## src/hw/ccek_map.svh

```systemverilog
// Register offsets, control field positions, reset values and generator
// constants of the checksum engine. Definitions only.
`ifndef CCEK_MAP_SVH
`define CCEK_MAP_SVH

// ----------------------------------------
// Register byte offsets
// ----------------------------------------
`define CCEK_OFS_CTRL 8'h00
`define CCEK_OFS_FEED 8'h04
`define CCEK_OFS_RSLT 8'h08
`define CCEK_OFS_SEED 8'h0c
`define CCEK_OFS_SADR 8'h10
`define CCEK_OFS_EADR 8'h14

// ----------------------------------------
// Control register fields
// ----------------------------------------
`define CCEK_B_RUN 0
`define CCEK_B_ORDER 1
`define CCEK_B_AINC 2
`define CCEK_B_GEN_LO 3
`define CCEK_B_GEN_HI 4
`define CCEK_B_ALGO 5
`define CCEK_B_INIT 6
`define CCEK_B_MODE 7
`define CCEK_B_INV 10
`define CCEK_B_WID_LO 14
`define CCEK_B_WID_HI 15
`define CCEK_CTRL_WMASK 32'h0000c4be

// ----------------------------------------
// Reset values
// ----------------------------------------
`define CCEK_RST_CTRL 32'h00000000
`define CCEK_RST_FEED 32'h00000000
`define CCEK_RST_RSLT 32'hffffffff
`define CCEK_RST_SEED 32'h00000000
`define CCEK_RST_SADR 32'h10000000
`define CCEK_RST_EADR 32'h10007ffc

// ----------------------------------------
// Generators: top aligned for msb first, reflected for lsb first
// ----------------------------------------
`define CCEK_TP_CCITT 32'h10210000
`define CCEK_TP_CRC16 32'h80050000
`define CCEK_TP_CRC8 32'h07000000
`define CCEK_TP_CRC32 32'h04c11db7
`define CCEK_RP_CCITT 32'h00008408
`define CCEK_RP_CRC16 32'h0000a001
`define CCEK_RP_CRC8 32'h000000e0
`define CCEK_RP_CRC32 32'hedb88320

`endif

```

## src/hw/ccek_pkg.sv

```systemverilog
// Types shared by the checksum engine files.
// Assumes the constants header is included where offsets are needed.
package ccek_pkg;

   // ----------------------------------------
   // Types
   // ----------------------------------------
   typedef enum logic [1:0] {CCEK_W32, CCEK_W16, CCEK_W8, CCEK_WRSV} ccek_width_t;
   typedef enum logic [1:0] {CCEK_G_CCITT, CCEK_G_CRC16, CCEK_G_CRC8, CCEK_G_CRC32} ccek_gen_t;
   typedef enum {CCEK_ST_IDLE, CCEK_ST_USER, CCEK_ST_AUTO} ccek_state_t;

endpackage

```

## src/hw/ccek_step_if.sv

```systemverilog
// Bundle between the engine control and its one-step calculator.
// Assumes both ends sit on the same clock; the step is combinational.
`timescale 1ns/10ps
interface ccek_step_if;
   logic [31:0] acc;
   logic [31:0] unit;
   ccek_pkg::ccek_width_t width;
   ccek_pkg::ccek_gen_t gen;
   logic lsb_first;
   logic algo_sum;
   logic [31:0] nxt;

   modport eng (output acc, unit, width, gen, lsb_first, algo_sum, input nxt);
   modport calc (input acc, unit, width, gen, lsb_first, algo_sum, output nxt);
endinterface

```

## src/hw/ccek_step.sv

```systemverilog
// One calculation step: CRC over one input unit, or checksum add.
// Assumes the unit is already lane selected, inverted and zero extended.
`timescale 1ns/10ps
`include "ccek_map.svh"
module ccek_step (
   // Step bundle
   ccek_step_if.calc s
);

   // ----------------------------------------
   // Bit count of one unit
   // ----------------------------------------
   function automatic logic [5:0] unit_bits(input ccek_pkg::ccek_width_t w);
      case (w)
         ccek_pkg::CCEK_W32: unit_bits = 6'd32;
         ccek_pkg::CCEK_W16: unit_bits = 6'd16;
         default: unit_bits = 6'd8;
      endcase
   endfunction

   logic [5:0] nb;
   logic [5:0] cw;
   logic [5:0] sh;
   logic [31:0] tpoly;
   logic [31:0] rpoly;
   logic [31:0] c;
   logic [31:0] u;
   logic fb;

   assign nb = unit_bits(s.width);

   // ----------------------------------------
   // Generator tables
   // ----------------------------------------
   always_comb begin
      case (s.gen)
         ccek_pkg::CCEK_G_CCITT: begin
            cw = 6'd16;
            tpoly = `CCEK_TP_CCITT;
            rpoly = `CCEK_RP_CCITT;
         end
         ccek_pkg::CCEK_G_CRC16: begin
            cw = 6'd16;
            tpoly = `CCEK_TP_CRC16;
            rpoly = `CCEK_RP_CRC16;
         end
         ccek_pkg::CCEK_G_CRC8: begin
            cw = 6'd8;
            tpoly = `CCEK_TP_CRC8;
            rpoly = `CCEK_RP_CRC8;
         end
         default: begin
            cw = 6'd32;
            tpoly = `CCEK_TP_CRC32;
            rpoly = `CCEK_RP_CRC32;
         end
      endcase
   end

   assign sh = 6'd32 - cw;

   // ----------------------------------------
   // Serial division, unrolled over the unit
   // ----------------------------------------
   always_comb begin
      fb = 1'b0;
      u = s.unit;
      c = (s.acc << sh) >> sh;
      if (s.algo_sum) begin
         c = s.acc + s.unit;
      end else if (s.lsb_first) begin
         for (int i = 0; i < 32; i++) begin
            if (6'(i) < nb) begin
               fb = c[0] ^ u[0];
               c = (c >> 1) ^ (fb ? rpoly : 32'h00000000);
               u = u >> 1;
            end
         end
      end else begin
         c = c << sh;
         u = u << (6'd32 - nb);
         for (int i = 0; i < 32; i++) begin
            if (6'(i) < nb) begin
               fb = c[31] ^ u[31];
               c = (c << 1) ^ (fb ? tpoly : 32'h00000000);
               u = u << 1;
            end
         end
         c = c >> sh;
      end
      s.nxt = c;
   end

endmodule // ccek_step

```

## src/hw/ccek_top.sv

```systemverilog
// CRC and checksum engine with a classic Wishbone register slave.
// Assumes flash answers on the same clock with a one-cycle ack pulse.
`timescale 1ns/10ps
`include "ccek_map.svh"
module ccek_top (
   // Clock and reset
   input wire logic sys_clk_i,
   input wire logic sys_rst_i,
   // Wishbone slave
   input wire logic [7:0] wb_adr_i,
   input wire logic [31:0] wb_dat_i,
   input wire logic [3:0] wb_sel_i,
   input wire logic wb_we_i,
   input wire logic wb_cyc_i,
   input wire logic wb_stb_i,
   output logic [31:0] wb_dat_o,
   output logic wb_ack_o,
   // Flash read port
   output logic flash_req_o,
   output logic [31:0] flash_addr_o,
   input wire logic [31:0] flash_rdata_i,
   input wire logic flash_ack_i,
   // Processor hold
   output logic cpu_stall_o
);

   // ----------------------------------------
   // Helpers
   // ----------------------------------------
   function automatic logic [31:0] merge(input logic [31:0] o, input logic [31:0] n,
                                         input logic [3:0] sel);
      merge = o;
      for (int b = 0; b < 4; b++) begin
         if (sel[b]) begin
            merge[b*8 +: 8] = n[b*8 +: 8];
         end
      end
   endfunction

   function automatic logic [31:0] lane(input logic [31:0] w, input logic [1:0] a,
                                        input ccek_pkg::ccek_width_t wd);
      case (wd)
         ccek_pkg::CCEK_W32: lane = w;
         ccek_pkg::CCEK_W16: lane = a[1] ? {16'h0000, w[31:16]} : {16'h0000, w[15:0]};
         default: lane = {24'h000000, w[a*8 +: 8]};
      endcase
   endfunction

   function automatic logic [31:0] prep(input logic [31:0] r, input logic inv,
                                        input ccek_pkg::ccek_width_t wd);
      logic [31:0] v;
      v = inv ? ~r : r;
      case (wd)
         ccek_pkg::CCEK_W32: prep = v;
         ccek_pkg::CCEK_W16: prep = {16'h0000, v[15:0]};
         default: prep = {24'h000000, v[7:0]};
      endcase
   endfunction

   function automatic logic [31:0] unit_size(input ccek_pkg::ccek_width_t wd);
      case (wd)
         ccek_pkg::CCEK_W32: unit_size = 32'd4;
         ccek_pkg::CCEK_W16: unit_size = 32'd2;
         default: unit_size = 32'd1;
      endcase
   endfunction

   // ----------------------------------------
   // State
   // ----------------------------------------
   ccek_pkg::ccek_state_t state_q;
   ccek_pkg::ccek_state_t state_d;
   logic [31:0] ctrl_q;
   logic [31:0] feed_q;
   logic [31:0] rslt_q;
   logic [31:0] rslt_d;
   logic [31:0] seed_q;
   logic [31:0] sadr_q;
   logic [31:0] sadr_d;
   logic [31:0] eadr_q;
   logic ack_q;
   logic [31:0] dat_q;

   // ----------------------------------------
   // Bus decode
   // ----------------------------------------
   wire wb_req = wb_cyc_i & wb_stb_i & ~ack_q;
   wire [7:0] wadr = {wb_adr_i[7:2], 2'b00};
   wire wr = wb_req & wb_we_i;
   wire auto_run = (state_q == ccek_pkg::CCEK_ST_AUTO);
   wire user_run = (state_q == ccek_pkg::CCEK_ST_USER);
   wire run_w = auto_run | user_run;
   wire [31:0] ctrl_rd = ctrl_q | {31'h00000000, run_w};
   wire we_ctrl = wr & (wadr == `CCEK_OFS_CTRL);
   wire we_feed = wr & (wadr == `CCEK_OFS_FEED);
   wire we_seed = wr & (wadr == `CCEK_OFS_SEED);
   wire we_sadr = wr & (wadr == `CCEK_OFS_SADR);
   wire we_eadr = wr & (wadr == `CCEK_OFS_EADR);
   wire ctrl_wr = we_ctrl & ~auto_run;
   wire [31:0] wctrl = merge(ctrl_rd, wb_dat_i, wb_sel_i);
   wire [31:0] wfeed = merge(feed_q, wb_dat_i, wb_sel_i);

   // ----------------------------------------
   // Control fields
   // ----------------------------------------
   wire ccek_pkg::ccek_width_t width =
      ccek_pkg::ccek_width_t'(ctrl_q[`CCEK_B_WID_HI:`CCEK_B_WID_LO]);
   wire ccek_pkg::ccek_gen_t gen =
      ccek_pkg::ccek_gen_t'(ctrl_q[`CCEK_B_GEN_HI:`CCEK_B_GEN_LO]);
   wire inv = ctrl_q[`CCEK_B_INV];
   wire algo = ctrl_q[`CCEK_B_ALGO];
   wire ainc = ctrl_q[`CCEK_B_AINC];
   wire lsb = ctrl_q[`CCEK_B_ORDER];

   // ----------------------------------------
   // Step control
   // ----------------------------------------
   // Feed writes outside a run are stored but never calculated
   wire feed_step = we_feed & user_run;
   wire auto_step = auto_run & flash_ack_i;
   wire step_fire = feed_step | auto_step;
   wire at_end = (sadr_q == eadr_q);
   wire adv = auto_step | (feed_step & ainc);
   wire finish = adv & at_end;
   wire [31:0] raw = auto_run ? lane(flash_rdata_i, sadr_q[1:0], width) : wfeed;

   ccek_step_if sif ();

   assign sif.acc = rslt_q;
   assign sif.unit = prep(raw, inv, width);
   assign sif.width = width;
   assign sif.gen = gen;
   assign sif.lsb_first = lsb;
   assign sif.algo_sum = algo;

   ccek_step u_step (
      .s(sif.calc)
   );

   // ----------------------------------------
   // Next state
   // ----------------------------------------
   always_comb begin
      state_d = state_q;
      if (ctrl_wr) begin
         if (!wctrl[`CCEK_B_RUN]) begin
            state_d = ccek_pkg::CCEK_ST_IDLE;
         end else if (wctrl[`CCEK_B_MODE]) begin
            state_d = ccek_pkg::CCEK_ST_AUTO;
         end else begin
            state_d = ccek_pkg::CCEK_ST_USER;
         end
      end else if (finish) begin
         state_d = ccek_pkg::CCEK_ST_IDLE;
      end
   end

   // The pointer stops on the end address, so both read equal after a run that reaches it
   assign sadr_d = (adv & ~at_end) ? sadr_q + unit_size(width) :
                   (we_sadr & ~auto_run) ? merge(sadr_q, wb_dat_i, wb_sel_i) : sadr_q;

   assign rslt_d = (ctrl_wr & wctrl[`CCEK_B_INIT]) ? seed_q :
                   step_fire ? sif.nxt : rslt_q;

   // ----------------------------------------
   // Registers
   // ----------------------------------------
   always_ff @(posedge sys_clk_i or posedge sys_rst_i) begin
      if (sys_rst_i) begin
         state_q <= ccek_pkg::CCEK_ST_IDLE;
         ctrl_q <= `CCEK_RST_CTRL;
         rslt_q <= `CCEK_RST_RSLT;
         sadr_q <= `CCEK_RST_SADR;
      end else begin
         state_q <= state_d;
         rslt_q <= rslt_d;
         sadr_q <= sadr_d;
         if (ctrl_wr) begin
            ctrl_q <= wctrl & `CCEK_CTRL_WMASK;
         end
      end
   end

   always_ff @(posedge sys_clk_i or posedge sys_rst_i) begin
      if (sys_rst_i) begin
         feed_q <= `CCEK_RST_FEED;
         seed_q <= `CCEK_RST_SEED;
         eadr_q <= `CCEK_RST_EADR;
      end else begin
         if (we_feed) begin
            feed_q <= wfeed;
         end
         if (we_seed) begin
            seed_q <= merge(seed_q, wb_dat_i, wb_sel_i);
         end
         if (we_eadr & ~auto_run) begin
            eadr_q <= merge(eadr_q, wb_dat_i, wb_sel_i);
         end
      end
   end

   // ----------------------------------------
   // Read data and acknowledge
   // ----------------------------------------
   logic [31:0] rd_w;
   always_comb begin
      case (wadr)
         `CCEK_OFS_CTRL: rd_w = ctrl_rd;
         `CCEK_OFS_FEED: rd_w = feed_q;
         `CCEK_OFS_RSLT: rd_w = auto_run ? 32'h00000000 : rslt_q;
         `CCEK_OFS_SEED: rd_w = seed_q;
         `CCEK_OFS_SADR: rd_w = sadr_q;
         `CCEK_OFS_EADR: rd_w = eadr_q;
         default: rd_w = 32'h00000000;
      endcase
   end

   always_ff @(posedge sys_clk_i or posedge sys_rst_i) begin
      if (sys_rst_i) begin
         ack_q <= 1'b0;
         dat_q <= 32'h00000000;
      end else begin
         ack_q <= wb_req;
         if (wb_req & ~wb_we_i) begin
            dat_q <= rd_w;
         end
      end
   end

   assign wb_ack_o = ack_q;
   assign wb_dat_o = dat_q;
   assign flash_req_o = auto_run;
   assign flash_addr_o = {sadr_q[31:2], 2'b00};
   // Held for the whole auto run; flash is busy with the scan
   assign cpu_stall_o = auto_run;
endmodule // ccek_top

```

## config.mk

```make
export PLATFORM = sky130hd
export DESIGN_NAME = ccek_top
export DESIGN_NICKNAME = d
export VERILOG_FILES = /design/src/hw/ccek_pkg.sv /design/src/hw/ccek_step_if.sv /design/src/hw/ccek_step.sv /design/src/hw/ccek_top.sv
export VERILOG_INCLUDE_DIRS = /design/src /design/src/hw
export SDC_FILE = /design/constraint.sdc
export NUM_CORES = 2
export LEC_CHECK = 0
export ABC_CLOCK_PERIOD_IN_PS = 22100
export BUFFER_PORTS_ARGS = -buffer_cell sky130_fd_sc_hd__clkbuf_2
export CAP_MARGIN = 30
export CORE_MARGIN = 1.5
export CORE_UTILIZATION = 57
export CTS_BUF_LIST = sky130_fd_sc_hd__clkbuf_16
export DETAILED_ROUTE_END_ITERATION = 6
export MAX_ROUTING_LAYER = met4
export PLACE_DENSITY = 0.75
export SYNTH_ARGS = -nofsm -noshare
export SYNTH_HDL_FRONTEND = slang
export SYNTH_SLANG_ARGS = --single-unit
```

## constraint.sdc

```tcl
create_clock -name sys_clk_i -period 22.1 [get_ports sys_clk_i]
set_input_delay 4.42 -clock sys_clk_i [delete_from_list [all_inputs] [get_ports sys_clk_i]]
set_output_delay 4.42 -clock sys_clk_i [all_outputs]
set_load 0.005 [all_outputs]
```

# Word level (Yosys, flattened, before mapping)
# Cells that the tools add are included.
[totals]
register_bits = 234
latchBits = 0
mem_bits_rw = 0
romBits = 0
output_inout_bits = 67
n_memories = 0
[op_classes]
add_sub_neg = 4
n_mul = 0
n_div = 0
order_cmp = 32
n_eq_ne = 11
n_shift = 6
muxes = 472
n_bitwise = 155
n_reduce_logical = 23
[ops]
columns = ["cell", "count"]
rows = [
  ["32-bit 2-to-1 mux", 358],
  ["31-bit by 32-bit bitwise XOR with 32-bit output", 32],
  ["32-bit bitwise XOR", 32],
  ["32-bit case mux with 3 select lines", 2],
  ["32-bit case mux with 6 select lines", 1],
  ["32-bit case mux with 2 select lines", 2],
  ["8-bit 2-to-1 mux", 13],
  ["5-bit by 6-bit < comparator with 1-bit output, first input constant", 16],
  ["32-bit by 6-bit left shift with 32-bit output", 3],
  ["31-bit 2-to-1 mux", 3],
  ["30-bit 2-to-1 mux", 3],
  ["29-bit 2-to-1 mux", 3],
  ["28-bit 2-to-1 mux", 3],
  ["27-bit 2-to-1 mux", 3],
  ["26-bit 2-to-1 mux", 3],
  ["25-bit 2-to-1 mux", 3],
  ["24-bit 2-to-1 mux", 3],
  ["23-bit 2-to-1 mux", 3],
  ["22-bit 2-to-1 mux", 3],
  ["32-bit adder", 2],
  ["16-bit 2-to-1 mux", 4],
  ["32-bit by 6-bit right shift with 32-bit output", 2],
  ["1-bit bitwise XOR", 64],
  ["21-bit 2-to-1 mux", 3],
  ["44 further kinds", 139],
]

# Depth between registers and ports, before layout
[depth]
ltp_word = 204
mapped_depth = 56
ltp_nobuf = 46

# Hierarchy
# A second synthesis with hierarchy kept.
[hier_totals]
cells_unflattened = 4511
area_unflattened_um2 = 33868.7
[modules_own_cells]
columns = ["mod", "instances", "cells_each", "area_each_um2", "seq_area_each_um2"]
rows = [
  ["ccek_step", 1, 3297, 21973.6, 0.0],
  ["ccek_top", 1, 1214, 11895.2, 5163.7],
]

# Least setup slack after synthesis
# Ideal clock, no wire load.
[synth_timing]
path_type = "input-to-reg"
from = "input wb_sel_i[0]"
to = "register rslt_q[19]"
setup_ns = 0.063
arrival_time_ns = 15.604
required_time_ns = 22.037
path_slack_ns = 6.434
stages = 46
path_buffers = 3
path_cell_list = "buf_2 mux2_2 o22ai_1 o21a_1 o21ai_1 and3_1 nor2_2 o22ai_1 xor3_1 xnor3_2 xnor3_2 xnor2_2 or2_1 o211a_1 o21ai_4 nor2_2 or4_1 a21o_1 [... 10 more ...] nor2_4 mux2_1 nand4b_1 and2_1 nand3_1 o2111ai_2 nor4b_1 nor2_1 and2_1 buf_4 xnor3_1 or4_1 nand3_2 mux2i_1 and3_1 o32a_1 o31ai_1 o221a_1"
[synth_via]
elab_chain_len = 203
[synth_rtl]
columns = ["item", "line", "text"]
rows = [
  ["start: declaration", "ccek_top.sv:12", "input wire logic [3:0] wb_sel_i,"],
  ["8-bit 2-to-1 mux", "ccek_top.sv:34", "if (sel[b]) begin"],
  ["32-bit 2-to-1 mux", "ccek_top.sv:125", "wire [31:0] raw = auto_run ? lane(flash_rdata_i, sadr_q[1:0], width) : wfeed;"],
  ["32-bit inverter", "ccek_top.sv:52", "v = inv ? ~r : r;"],
  ["32-bit 2-to-1 mux", "ccek_top.sv:52", ""],
  ["32-bit case mux with 2 select lines", "ccek_top.sv:53", "case (wd)"],
  ["32-bit by 6-bit left shift with 32-bit output", "ccek_step.sv:81", "u = u << (6'd32 - nb);"],
  ["1-bit bitwise XOR", "ccek_step.sv:84", "fb = c[31] ^ u[31];"],
  ["32-bit 2-to-1 mux", "ccek_step.sv:85", "c = (c << 1) ^ (fb ? tpoly : 32'h00000000);"],
  ["[... 187 more ...]", "n/a", ""],
  ["32-bit 2-to-1 mux", "ccek_step.sv:83", "if (6'(i) < nb) begin"],
  ["32-bit 2-to-1 mux", "ccek_step.sv:71", "end else if (s.lsb_first) begin"],
  ["32-bit 2-to-1 mux", "ccek_step.sv:69", "if (s.algo_sum) begin"],
  ["32-bit by 6-bit right shift with 32-bit output", "ccek_step.sv:89", "c = c >> sh;"],
  ["32-bit 2-to-1 mux", "ccek_step.sv:71", ""],
  ["32-bit 2-to-1 mux", "ccek_step.sv:69", ""],
  ["32-bit 2-to-1 mux", "ccek_top.sv:163", "step_fire ? sif.nxt : rslt_q;"],
  ["32-bit 2-to-1 mux", "ccek_top.sv:162", "assign rslt_d = (ctrl_wr & wctrl[`CCEK_B_INIT]) ? seed_q :"],
  ["end signal: assignment", "ccek_top.sv:172", "rslt_q <= `CCEK_RST_RSLT;"],
  ["end signal: assignment", "ccek_top.sv:176", "rslt_q <= rslt_d;"],
  ["end: declaration", "ccek_top.sv:75", "logic [31:0] rslt_q;"],
]
# Parallel ways exist; a longest one is shown, timed or not. The select of a mux whose other input is x is not followed.
# A chain may end at the register's enable or synchronous reset.

# Worst setup path after layout
[layout_timing]
from = "input wb_sel_i[0]"
to = "register rslt_q[27]"
# Same word-level chain as after synthesis.

==> impl_results.md <==
* HPWL Detailed at 120 mm
* Final TNS setup at 0 ns
* RSZ-0062 raised after global routing: no
* Placement Rows at 88
* Crit path DAT at 20.65 ns
* Reg-to-Reg End: rslt_q[27]
* Peak Freq at 49.5 MHz
* Final nets at 4,518
* Outcome: finished, violations left
* Worst setup EP type: register
* Finish-stage setup viols at 0
* Area of the die at 60,700 sq um
* Boundary Pins at 149
* Slew @ Worst Pin at 1.19 ns
* GRT Overall Usage at 52.7%
* First-pass GRT wire length at 229 mm
* Critical path's largest stage delay at 0.87 ns
* 1st-pass router iterations at 7
* Htree depth at 1
* EDFF count, synth at 0
* Post-route antenna net violation count at 0
* TritonCTS clock tree: built
* CTS resizes at 0
* Ys flop type: dfrtp_1
* Worst endpoint required time at 22.53 ns
* RR Startpoint: state_q[0]
* Area of the core at 58,100 sq um
* Setup CP Type: input pin to register
* Crit path to: rslt_q[27]
* Ys Warns at 0
* Clock Tree Buf Depth at 3
* R2R depth at 45
* Final Instance Count excl. Fillers at 5,185
* Clock Root Buffer: clkbuf_16
* Skew final at 0.0334 ns
* DRC viols at 2
* Cts bufs inserted at 21
* Hold Vio Cnt, Final at 0
* Via density per instance at 7.15
* Pin count of the biggest net entering global routing at 123
* Synthesis-stage register bit count at 204
* DR vias at 37,100
* # clock sinks at 204
* Hold/Removal Path Class: register to register
* Die Wd at 246 um
* Initial core utilization at 58.0%
* Setup crit start: wb_sel_i[0]
* Cells after DPL at 5,132
* Failing checks: design-rule violations
* Area of the multi-input gates at 26,800 sq um
* Routed wire length at 159 mm
* Syn-to-layout area delta at 4.89%
* Cell Area, Synth at 33,700 sq um
* Buffers on Ports at 144
* # fillers at 5,508
* Most frequent cells in the layout: xnor2_1, nand2_1, nor2_1
* Tmin final at 20.21 ns
* Skew-Pair Late Insertion Delay at 0.55 ns
* Critical path's top delay family: compound AO/OA/AOI/OAI gates
* Crit path max fanout at 19
* Ys async rst share at 100%
* Sequential area share after synthesis at 15.3%
* Clock transition at path regs at 0.06 ns
* Unique masters post-synth at 133
* Buf/Inv on CP at 2
* Max-slew headroom at 20.9%
* CTS Hold Bufs at 0
* CP max-delay cell: a221oi_2
* Initial antenna violation count at 4
* Mapped Cells at 4,486
* Commonest non-fill, non-tap cell in the layout: xnor2_1
* Slew Limit Fails at 0
* Final Wtd Congestion at 1.10
* Max-capacitance violation count at 0
* Final Util at 60.9%
* Reg area at 5180 sq um
* Synthesized area per cell at 7.52 sq um
* Worst setup SP type: input pin
* Initial DRC count at 5,258
* Vias in the first global route at 33,800
* # Post-CTS Setup Buffers at 0
* R2r setup slk at 4.86 ns
* Levels on crit path at 42
* Remaining global-route overflow at 0
* Layout cells sized above 1 at 13.7%
* Fin crit share at 91.5%
* Die Y at 246 um
* WL/cell at 30.6 um
[cell families after synthesis]
group                    synth area share (%)
AO/OA/AOI/OAI                            24.9
XOR/XNOR                                 22.2
adder cells (fa/ha/maj)                  1.45
buffers and inverters                    5.52
flip-flops                               15.3
multiplexers                             9.32
other                                  0.0111
AND/OR/NAND/NOR                          21.2
[synth_stat cells (20+ instances only)]
cell type / number / area, sq um
a211o_1: 20 / 175
a211oi_1: 55 / 413
a21o_1: 25 / 188
a21oi_1: 318 / 1590
a221o_1: 21 / 210
a221oi_1: 42 / 368
a22oi_1: 28 / 210
a31oi_1: 51 / 319
and2_1: 50 / 313
and3_1: 67 / 419
buf_1: 54 / 203
buf_2: 25 / 125
buf_4: 46 / 345
clkbuf_1: 222 / 833
dfrtp_1: 157 / 3930
dfstp_2: 47 / 1230
ha_1: 36 / 450
inv_1: 51 / 191
mux2_2: 124 / 1400
mux2i_1: 134 / 1340
nand2_1: 473 / 1780
nand2b_1: 34 / 213
nand3_1: 106 / 531
nand4_1: 40 / 250
nor2_1: 448 / 1680
nor2b_1: 24 / 150
nor3_1: 96 / 480
nor4_1: 28 / 175
o211ai_1: 41 / 308
o21a_1: 42 / 315
o21ai_0: 236 / 1180
o21ai_1: 40 / 200
o22ai_1: 43 / 269
o31ai_1: 31 / 233
or3_1: 30 / 188
xnor2_1: 577 / 5050
xnor3_1: 26 / 586
xor2_1: 166 / 1450
[final cells by class]
class                           count  share of cell area (%)
Inverter                           61                   0.679
Timing Repair Buffer              247                    4.29
Sequential cell                   204                    14.6
Antenna cell                        7                  0.0495
Tap cell                          765                    2.70
Multi-Input combinational cell   3863                    75.8
Clock buffer                       21                    1.48
Clock inverter                     17                   0.375
[through the flow]
step                hold slack, ns  cell area [sq um]  setup slack, ns
floorplan                    0.460              33700             6.43
global placement             0.474              34600             2.57
detailed placement           0.477              34600             2.24
CTS                          0.485              35300             2.72
global route                 0.497              35400             1.87
finish                       0.482              35400             1.89
[routing by layer]
metal,GRT usage (%),vias up,share of wire (%)
met5,-,-,0
met4,44.4,0,11
met3,12.5,892,13
met2,75.5,2924,41
met1,62.0,17300,35
li1,-,16000,-
[state kept, by name (all words and copies together), names as in the netlist]
name,cells
seed_q,32
state_q,2
wb_ack_o,1
feed_q,32
rslt_q,32
ctrl_q,9
sadr_q,32
wb_dat_o,32
eadr_q,32
[worst min path at each step]
stage	slack, ns	cells after the start	start	end
global placement	0.47	1	wb_ack_o	wb_ack_o
finish	0.48	1	wb_ack_o	wb_ack_o
CTS	0.49	1	wb_ack_o	wb_ack_o
floorplan	0.46	1	wb_ack_o	wb_ack_o
detailed placement	0.48	1	wb_ack_o	wb_ack_o
global route	0.50	1	wb_ack_o	wb_ack_o
Power is not shown: default switching activity piles up to over one toggle a cycle in this logic, so the estimate is an artifact.
